**src/include/ibsp_pkg.sv**
```systemverilog
package ibsp_pkg;

   // ==========================================
   // command letters
   localparam logic [7:0] PARITY_LETTER = 8'h4b;
   localparam logic [7:0] DELIM_LETTER = 8'h55;
   localparam logic [7:0] DSRQ_LETTER = 8'h51;
   localparam logic [7:0] POLL_LETTER = 8'h4a;
   localparam logic [7:0] FORMAT_LETTER = 8'h42;

   // ==========================================
   // argument limits
   localparam logic [3:0] PARITY_MAX = 4'h3;
   localparam logic [3:0] DELIM_MAX = 4'h7;
   localparam logic [3:0] DSRQ_MAX = 4'h1;
   localparam logic [3:0] POLL_MAX = 4'h8;
   localparam logic [3:0] FORMAT_MAX_DEF = 4'h3;

   // ==========================================
   // values after reset
   localparam logic [1:0] PARITY_RST = 2'h0;
   localparam logic [2:0] DELIM_RST = 3'h0;
   localparam logic DSRQ_RST = 1'b0;
   localparam logic [3:0] POLL_RST = 4'h0;
   localparam logic [3:0] FORMAT_RST = 4'h0;

   // ==========================================
   // parity settings
   localparam logic [1:0] PAR_OFF = 2'h0;
   localparam logic [1:0] PAR_ODD = 2'h1;
   localparam logic [1:0] PAR_EVEN = 2'h2;
   localparam logic [1:0] PAR_ON = 2'h3;

   // ==========================================
   // status byte fields
   localparam int STAT_RQS = 6;
   localparam int STAT_AVAIL = 4;
   localparam int STAT_REMOTE = 3;
   localparam logic [2:0] ERR_NONE = 3'h0;
   localparam logic [2:0] ERR_RANGE = 3'h4;
   localparam logic [2:0] ERR_UNREC = 3'h5;

   // ==========================================
   // delimiter characters
   localparam logic [7:0] CHAR_CR = 8'h0d;
   localparam logic [7:0] CHAR_LF = 8'h0a;
   localparam logic [7:0] CHAR_SEMI = 8'h3b;
   localparam logic [7:0] CHAR_ETX = 8'h03;

   localparam int BUF_DEPTH = 2;

   typedef enum logic [2:0] {PH_DATA, PH_CR, PH_LF, PH_SEMI, PH_ETX} ibsp_phase_e;

   typedef struct packed {
      logic [7:0] data;
      logic last;
   } ibsp_char_s;

   typedef struct packed {
      logic [7:0] letter;
      logic [3:0] value;
   } ibsp_cmd_s;

endpackage

```
**src/core/ibsp_buf.sv**
```systemverilog
`timescale 1ns/10ps
module ibsp_buf #(
   parameter int WIDTH = 9,
   parameter int DEPTH = 2
) (
   input wire logic clock,
   input wire logic nrst,
   input wire logic in_valid,
   input wire logic [WIDTH-1:0] in_data,
   output logic in_ready,
   output logic out_valid,
   output logic [WIDTH-1:0] out_data,
   input wire logic out_ready
);
   localparam int AW = (DEPTH > 1) ? $clog2(DEPTH) : 1;

   logic [WIDTH-1:0] mem_q [DEPTH];
   logic [AW-1:0] wr_q;
   logic [AW-1:0] rd_q;
   logic [AW:0] cnt_q;
   logic push;
   logic pop;

   assign in_ready = (cnt_q != (AW+1)'(DEPTH));
   assign out_valid = (cnt_q != '0);
   assign out_data = mem_q[rd_q];
   assign push = in_valid & in_ready;
   assign pop = out_valid & out_ready;

   function automatic logic [AW-1:0] bump(input logic [AW-1:0] p);
      bump = (p == AW'(DEPTH - 1)) ? '0 : AW'(p + 1'b1);
   endfunction

   always_ff @(posedge clock) begin
      if (push) begin
         mem_q[wr_q] <= in_data;
      end
   end

   always_ff @(posedge clock or negedge nrst) begin
      if (!nrst) begin
         wr_q <= '0;
         rd_q <= '0;
         cnt_q <= '0;
      end else begin
         if (push) begin
            wr_q <= bump(wr_q);
         end
         if (pop) begin
            rd_q <= bump(rd_q);
         end
         if (push && !pop) begin
            cnt_q <= cnt_q + 1'b1;
         end else if (pop && !push) begin
            cnt_q <= cnt_q - 1'b1;
         end
      end
   end
endmodule

```
**src/core/ibsp_top.sv**
```systemverilog
`timescale 1ns/10ps
module ibsp_top #(
   parameter logic [3:0] FORMAT_MAX = ibsp_pkg::FORMAT_MAX_DEF
) (
   input wire logic clock,
   input wire logic nrst,
   input wire logic cmd_valid,
   input wire ibsp_pkg::ibsp_cmd_s cmd,
   input wire logic cmd_foreign_ok,
   output logic cmd_ready_q,
   input wire logic in_valid,
   input wire ibsp_pkg::ibsp_char_s in_char,
   output logic in_ready,
   input wire logic remote_state,
   input wire logic talk_addr,
   input wire logic spoll_en,
   input wire logic ppoll_req,
   input wire logic bus_take,
   output logic [7:0] dio_q,
   output logic [7:0] dio_oe_q,
   output logic eoi_q,
   output logic eoi_oe_q,
   output logic srq_oe_q,
   output logic [7:0] pp_dio_q,
   output logic [7:0] pp_oe_q,
   output logic [7:0] iface_status_q,
   output logic [3:0] format_sel_q
);

   // ==========================================
   // settings and state
   logic [1:0] parity_q;
   logic [2:0] delim_q;
   logic dsrq_en_q;
   logic [3:0] poll_line_q;
   logic [2:0] err_q;
   logic [2:0] err_d;
   logic rqs_q;
   logic rqs_d;
   logic avail_q;
   logic avail_now;
   logic tx_valid_q;
   logic tx_stat_q;
   logic stat_sent_q;
   ibsp_pkg::ibsp_phase_e ph_q;
   ibsp_pkg::ibsp_phase_e ph_d;

   logic cmd_take;
   logic cmd_err;
   logic [2:0] cmd_code;
   logic buf_valid;
   ibsp_pkg::ibsp_char_s buf_char;
   logic buf_pop;
   logic can_load;
   logic load_stat;
   logic load_data;
   logic stat_done;
   logic emit_ok;
   logic [7:0] emit_char;
   logic emit_eoi;
   logic [7:0] status_now;

   // ==========================================
   // helpers
   function automatic logic [7:0] add_parity(input logic [7:0] c, input logic [1:0] mode);
      logic [7:0] r;
      r = {1'b0, c[6:0]};
      case (mode)
         ibsp_pkg::PAR_ODD: r[7] = ~^c[6:0];
         ibsp_pkg::PAR_EVEN: r[7] = ^c[6:0];
         ibsp_pkg::PAR_ON: r[7] = 1'b1;
         default: r[7] = 1'b0;
      endcase
      return r;
   endfunction

   function automatic ibsp_pkg::ibsp_phase_e first_delim(input logic [2:0] d);
      case (d)
         3'h1: first_delim = ibsp_pkg::PH_SEMI;
         3'h2, 3'h6: first_delim = ibsp_pkg::PH_ETX;
         3'h4: first_delim = ibsp_pkg::PH_DATA;
         default: first_delim = ibsp_pkg::PH_CR;
      endcase
   endfunction

   // ==========================================
   // output stream buffer
   ibsp_buf #(
      .WIDTH($bits(ibsp_pkg::ibsp_char_s)),
      .DEPTH(ibsp_pkg::BUF_DEPTH)
   ) u_buf (
      .clock(clock),
      .nrst(nrst),
      .in_valid(in_valid),
      .in_data(in_char),
      .in_ready(in_ready),
      .out_valid(buf_valid),
      .out_data(buf_char),
      .out_ready(buf_pop)
   );

   // ==========================================
   // command checking
   assign cmd_take = cmd_valid & cmd_ready_q;

   always_comb begin
      cmd_code = ibsp_pkg::ERR_NONE;
      case (cmd.letter)
         ibsp_pkg::PARITY_LETTER: if (cmd.value > ibsp_pkg::PARITY_MAX) cmd_code = ibsp_pkg::ERR_RANGE;
         ibsp_pkg::DELIM_LETTER: if (cmd.value > ibsp_pkg::DELIM_MAX) cmd_code = ibsp_pkg::ERR_RANGE;
         ibsp_pkg::DSRQ_LETTER: if (cmd.value > ibsp_pkg::DSRQ_MAX) cmd_code = ibsp_pkg::ERR_RANGE;
         ibsp_pkg::POLL_LETTER: if (cmd.value > ibsp_pkg::POLL_MAX) cmd_code = ibsp_pkg::ERR_RANGE;
         ibsp_pkg::FORMAT_LETTER: if (cmd.value > FORMAT_MAX) cmd_code = ibsp_pkg::ERR_RANGE;
         default: if (!cmd_foreign_ok) cmd_code = ibsp_pkg::ERR_UNREC;
      endcase
   end

   assign cmd_err = cmd_take & (cmd_code != ibsp_pkg::ERR_NONE);

   // settings change only on a clean command
   always_ff @(posedge clock or negedge nrst) begin
      if (!nrst) begin
         parity_q <= ibsp_pkg::PARITY_RST;
         delim_q <= ibsp_pkg::DELIM_RST;
         dsrq_en_q <= ibsp_pkg::DSRQ_RST;
         poll_line_q <= ibsp_pkg::POLL_RST;
         format_sel_q <= ibsp_pkg::FORMAT_RST;
      end else if (cmd_take && !cmd_err) begin
         case (cmd.letter)
            ibsp_pkg::PARITY_LETTER: parity_q <= cmd.value[1:0];
            ibsp_pkg::DELIM_LETTER: delim_q <= cmd.value[2:0];
            ibsp_pkg::DSRQ_LETTER: dsrq_en_q <= cmd.value[0];
            ibsp_pkg::POLL_LETTER: poll_line_q <= cmd.value;
            ibsp_pkg::FORMAT_LETTER: format_sel_q <= cmd.value;
            default: ;
         endcase
      end
   end

   // ==========================================
   // talker: data, delimiters, status byte
   assign can_load = !tx_valid_q | (bus_take & dio_oe_q[0]);

   always_comb begin
      emit_ok = 1'b0;
      emit_char = 8'h00;
      emit_eoi = 1'b0;
      ph_d = ph_q;
      buf_pop = 1'b0;
      case (ph_q)
         ibsp_pkg::PH_DATA: begin
            if (buf_valid) begin
               emit_ok = 1'b1;
               emit_char = buf_char.data;
               if (buf_char.last) begin
                  ph_d = first_delim(delim_q);
                  emit_eoi = (delim_q == 3'h4);
               end
            end
         end
         ibsp_pkg::PH_CR: begin
            emit_ok = 1'b1;
            emit_char = ibsp_pkg::CHAR_CR;
            ph_d = ibsp_pkg::PH_LF;
         end
         ibsp_pkg::PH_LF: begin
            emit_ok = 1'b1;
            emit_char = ibsp_pkg::CHAR_LF;
            ph_d = delim_q[1] ? ibsp_pkg::PH_ETX : ibsp_pkg::PH_DATA;
            emit_eoi = delim_q[2] & !delim_q[1];
         end
         ibsp_pkg::PH_SEMI: begin
            emit_ok = 1'b1;
            emit_char = ibsp_pkg::CHAR_SEMI;
            ph_d = ibsp_pkg::PH_DATA;
         end
         ibsp_pkg::PH_ETX: begin
            emit_ok = 1'b1;
            emit_char = ibsp_pkg::CHAR_ETX;
            ph_d = ibsp_pkg::PH_DATA;
            emit_eoi = delim_q[2];
         end
         default: ph_d = ibsp_pkg::PH_DATA;
      endcase
      load_stat = can_load & spoll_en & talk_addr & !stat_sent_q & !stat_done & !ppoll_req;
      load_data = can_load & !spoll_en & talk_addr & !ppoll_req & emit_ok;
      if (!load_data) begin
         ph_d = ph_q;
      end else if (ph_q == ibsp_pkg::PH_DATA) begin
         buf_pop = 1'b1;
      end
   end

   always_ff @(posedge clock or negedge nrst) begin
      if (!nrst) begin
         ph_q <= ibsp_pkg::PH_DATA;
      end else begin
         ph_q <= ph_d;
      end
   end

   // the byte register is the dio driver itself
   always_ff @(posedge clock or negedge nrst) begin
      if (!nrst) begin
         tx_valid_q <= 1'b0;
         tx_stat_q <= 1'b0;
         dio_q <= 8'h00;
         dio_oe_q <= 8'h00;
         eoi_q <= 1'b0;
         eoi_oe_q <= 1'b0;
      end else if (can_load) begin
         tx_valid_q <= load_stat | load_data;
         tx_stat_q <= load_stat;
         dio_oe_q <= (load_stat | load_data) ? 8'hff : 8'h00;
         eoi_oe_q <= load_stat | load_data;
         if (load_stat) begin
            dio_q <= status_now;
            eoi_q <= 1'b0;
         end else if (load_data) begin
            dio_q <= add_parity(emit_char, parity_q);
            eoi_q <= emit_eoi;
         end
      end else if (ppoll_req) begin
         // byte held for later, bus released for the poll
         dio_oe_q <= 8'h00;
         eoi_oe_q <= 1'b0;
      end else begin
         dio_oe_q <= tx_valid_q ? 8'hff : 8'h00;
         eoi_oe_q <= tx_valid_q;
      end
   end

   assign stat_done = tx_valid_q & tx_stat_q & bus_take & dio_oe_q[0];

   // one status byte per poll; re-armed when the poll ends
   always_ff @(posedge clock or negedge nrst) begin
      if (!nrst) begin
         stat_sent_q <= 1'b0;
      end else if (!spoll_en) begin
         stat_sent_q <= 1'b0;
      end else if (stat_done) begin
         stat_sent_q <= 1'b1;
      end
   end

   // ==========================================
   // service request and status byte
   assign avail_now = buf_valid | (ph_q != ibsp_pkg::PH_DATA) | (tx_valid_q & !tx_stat_q);

   always_comb begin
      rqs_d = rqs_q;
      err_d = err_q;
      if (stat_done) begin
         rqs_d = 1'b0;
         err_d = ibsp_pkg::ERR_NONE;
      end
      // a new cause in the delivery cycle wins
      if (dsrq_en_q && avail_now && !avail_q) begin
         rqs_d = 1'b1;
      end
      if (cmd_err) begin
         rqs_d = 1'b1;
         err_d = cmd_code;
      end
   end

   always_comb begin
      status_now = 8'h00;
      status_now[2:0] = err_q;
      status_now[ibsp_pkg::STAT_REMOTE] = remote_state;
      status_now[ibsp_pkg::STAT_AVAIL] = avail_q;
      status_now[ibsp_pkg::STAT_RQS] = rqs_q;
   end

   always_ff @(posedge clock or negedge nrst) begin
      if (!nrst) begin
         rqs_q <= 1'b0;
         err_q <= ibsp_pkg::ERR_NONE;
         avail_q <= 1'b0;
         srq_oe_q <= 1'b0;
         iface_status_q <= 8'h00;
      end else begin
         rqs_q <= rqs_d;
         err_q <= err_d;
         avail_q <= avail_now;
         srq_oe_q <= rqs_d;
         iface_status_q <= status_now;
      end
   end

   // new commands wait while an error request is unanswered
   always_ff @(posedge clock or negedge nrst) begin
      if (!nrst) begin
         cmd_ready_q <= 1'b0;
      end else begin
         cmd_ready_q <= (err_d == ibsp_pkg::ERR_NONE);
      end
   end

   // ==========================================
   // parallel poll response
   always_ff @(posedge clock or negedge nrst) begin
      if (!nrst) begin
         pp_dio_q <= 8'h00;
         pp_oe_q <= 8'h00;
      end else if (ppoll_req && rqs_q && poll_line_q != 4'h0) begin
         pp_dio_q <= 8'h01 << (poll_line_q - 4'h1);
         pp_oe_q <= 8'h01 << (poll_line_q - 4'h1);
      end else begin
         pp_dio_q <= 8'h00;
         pp_oe_q <= 8'h00;
      end
   end

endmodule

```
**config.mk**
```make
export PLATFORM = sky130hd
export DESIGN_NAME = ibsp_top
export DESIGN_NICKNAME = d
export VERILOG_FILES = /design/src/include/ibsp_pkg.sv /design/src/core/ibsp_buf.sv /design/src/core/ibsp_top.sv
export SDC_FILE = /design/constraint.sdc
export NUM_CORES = 1
export LEC_CHECK = 0
export ABC_CLOCK_PERIOD_IN_PS = 2200
export BUFFER_PORTS_ARGS = -buffer_cell sky130_fd_sc_hd__buf_2
export CAP_MARGIN = 0
export CORE_UTILIZATION = 55
export CTS_BUF_LIST = sky130_fd_sc_hd__clkbuf_8
export DETAILED_ROUTE_END_ITERATION = 12
export PLACE_DENSITY_LB_ADDON = 0.12
export SYNTH_ARGS = -nofsm -noshare
export SYNTH_HDL_FRONTEND = slang
export SYNTH_SLANG_ARGS = --single-unit
```
**constraint.sdc**
```tcl
create_clock -name clock -period 2.2 [get_ports clock]
set_clock_uncertainty 0.1 [all_clocks]
set_input_delay 0.44 -clock clock [delete_from_list [all_inputs] [get_ports clock]]
set_output_delay 0.44 -clock clock [all_outputs]
set_load 0.03 [all_outputs]
```
==> summary.md <==
| Metric | Value |
|---|---|
| Antenna Nets Post-Route | `0` |
| Pwr dens | `1195 nW/um2` |
| WL per Instance | `14.61 um` |
| Worst Setup Slack post-DPL | `-0.2595 ns` |
| Critical path data arrival time | `2.23 ns` |
| Final Max Tran Viols | `0` |
| Clock slew at reported path FFs | `0.07 ns` |
| Ratio of cells with drive above 1 in the final layout | `0.3510` |
| Most numerous cell in the Yosys netlist | `dfrtp_1` |
| Final setup vio count | `0` |
| Crit path max-delay cell type | `or3b_1` |
| Fin nets | `386` |
| Initial antenna violation count | `0` |
| Post-CTS Setup Inserts | `0` |
| Cells after DPL | `415` |
| Post-cts hold buffer count | `0` |
| Synth Flop Type | `dfrtp_1` |
| Post-DP HPWL | `4538 um` |
| Distinct cells, synth | `57` |
| CTS resizes | `0` |
| Leakage power | `1.849 nW` |
| R2r setup slk | `0.14 ns` |
| Num rows | `27` |
| Critical Path RT | `2.32 ns` |
| Largest net degree at the start of global routing | `55` |
| Outcome | `complete, no violations` |
| Non-Filler Instances | `431` |
| Synth top cells by count | `dfrtp_1 (54), nor2_1 (24), buf_4 (19)` |
| Fillers | `432` |
| CTS buffer count | `9` |
| Unrepaired setup endpoints after global routing | `no` |
| # DRC | `0` |
| CTS root buffer | `clkbuf_8` |
| Num ports | `80` |
| Setup TNS | `0 ns` |
| Starting Density | `0.5814` |
| WL final | `6298 um` |
| Period utilization | `0.9599` |
| Critical path class | `in2reg` |
| First drt pass iteration count | `5` |
| Port bufs | `76` |
| Area leader, netlist | `dfrtp_1` |
| Die Width | `79.00 um` |
| Grt ovf | `0` |
| Post-synth top area share | `0.4144` |
| Post-synthesis cell count | `278` |
| Clock sink total | `70` |
| Crit-path cells | `buf_2 -> or3b_1 -> nor3_1 -> a2bb2oi_2 -> and4_4 -> mux2_1` |
| Cell Area, Synth | `3261 um2` |
| GPL Wtd Cong | `0.7684` |
| Tmin final | `2.112 ns` |
| Final hold vios | `0` |
| Critical Path Sink Type | `flip-flop` |
| Post-route cell area | `3899 um2` |
| Total Power | `4.660 mW` |
| Critical path buffers and inverters | `1` |
| Critical Path Start Type | `input port` |
| Total Routing Usage GR | `0.2160` |
| Least-Margin Pin Slew | `0.6524 ns` |
| Worst-path maximum fanout | `7` |
| CTS tree | `built` |
| Delay-heaviest family, CP | `simple AND/OR/NAND/NOR gates` |
| Achievable Freq | `473.5 MHz` |
| 1st-iter DRT viols | `178` |
| DIE AREA | `6240 um2` |
| Post-layout util | `0.6952` |
| Clock Latency Late Sink | `0.33 ns` |
| N_diodes | `0` |
| Synth Register Bits | `70` |
| Yosys Warn Count | `0` |
| VDD IR-drop max | `0.7962 mV` |
| Clock Path Buffers | `2` |
| Syn-to-layout area delta | `19.57%` |
| Core ar. | `5608 um2` |
| Global-route wire length before repair | `10,140 um` |
| Placed cell areas | `3667 um2` |
| Max_cap viols | `0` |
| Hold slack | `0.1173 ns` |
| Seq/Total Area, Yosys | `0.5618` |
| H-Tree Depth | `3` |
| EDFF count, synth | `16` |
| Largest cells by area after synthesis | `dfrtp_1 (41%), edfxtp_1 (15%), buf_4 (4.4%)` |
| Die extent in y | `79.00 um` |
| Average footprint of a synthesized cell | `11.73 um2` |
| Class of the worst hold path | `in2async` |
| Worst path max stage delay | `0.52 ns` |
| Final worst slack | `0.08822 ns` |
| Worst slew margin | `0.5651` |
| Vias | `2,386` |
| Synth async-reset ratio | `0.7714` |
| Vias in the first global route | `2,142` |
| Avg Vias per Cell | `5.536` |
area by class of cell:
| cell class | instances | area (um2) | area share |
|---|---|---|---|
| clock buffer | 11 | 151.4 | 0.03883 |
| clock inverter | 5 | 80.08 | 0.02054 |
| inverter | 6 | 22.52 | 0.005777 |
| multi-input combinational | 178 | 1245 | 0.3193 |
| sequential | 70 | 1832 | 0.4698 |
| tap | 72 | 90.09 | 0.02311 |
| timing repair buffer | 89 | 478.0 | 0.1226 |
layout by cell type, fill, tap and decap left out, types with 8 or more instances in the layout:
| cell type | n |
|---|---|
| buf_2 | 76 |
| mux2i_1 | 9 |
| edfxtp_1 | 16 |
| buf_4 | 13 |
| o21ai_0 | 12 |
| dfrtp_1 | 54 |
| nor2_1 | 24 |
| mux2_2 | 8 |
| xor2_1 | 8 |
| nand2_1 | 17 |
| clkbuf_8 | 11 |
| nor3_1 | 9 |
final timing paths:
check | from | endpoint | cells past startpoint
setup / recovery | cmd[9] | format_sel_q[0] | 6
hold / removal | nrst | iface_status_q[4] | 2
setup reg to reg | u_buf.cnt_q[0] | dio_q[6] | 5
hold reg to reg | avail_q | iface_status_q[4] | 0
max in group asynchronous | nrst | delim_q[1] | 2
min in group clock | remote_state | iface_status_q[3] | 1
logic make-up (layout without fill, tap and decap cells):
group | count (synthesis) | in the layout | share of synthesized area
buffers and inverters | 31 | 111 | 0.05756
adder cells (fa/ha/maj) | 1 | 1 | 0.003837
flip-flops | 70 | 70 | 0.5618
other | 1 | 2 | 0.001150
AO/OA/AOI/OAI | 47 | 47 | 0.1143
multiplexers | 21 | 21 | 0.06907
XOR/XNOR | 15 | 15 | 0.04029
AND/OR/NAND/NOR | 92 | 92 | 0.1520
routing by layer:
metal	track usage	part of all wire	up-vias
met2	0.3500	0.49	77
met4	0.09273	0.016	0
met5	0	0	-
met1	0.2886	0.44	1158
met3	0.03448	0.046	10
li1	-	-	1141
flip-flops by register name (all words and copies together), names as in the netlist, 2 cells and up:
name	cells
err_q	3
pp_oe_q	8
format_sel_q	4
delim_q	3
iface_status_q	6
u_buf.cnt_q	2
ph_q	3
u_buf.mem_q	16
dio_q	8
parity_q	2
poll_line_q	4
power by group:
| group | internal (mW) | switching, mW | total (mW) | leakage (nW) |
|---|---|---|---|---|
| logic | 0.605 | 0.989 | 1.59 | 0.891 |
| clock network | 0.701 | 0.474 | 1.18 | 0.120 |
| registers | 1.63 | 0.263 | 1.89 | 0.838 |
| total | 2.93 | 1.73 | 4.66 | 1.85 |
Note: power is estimated with default switching activity, not from simulation.
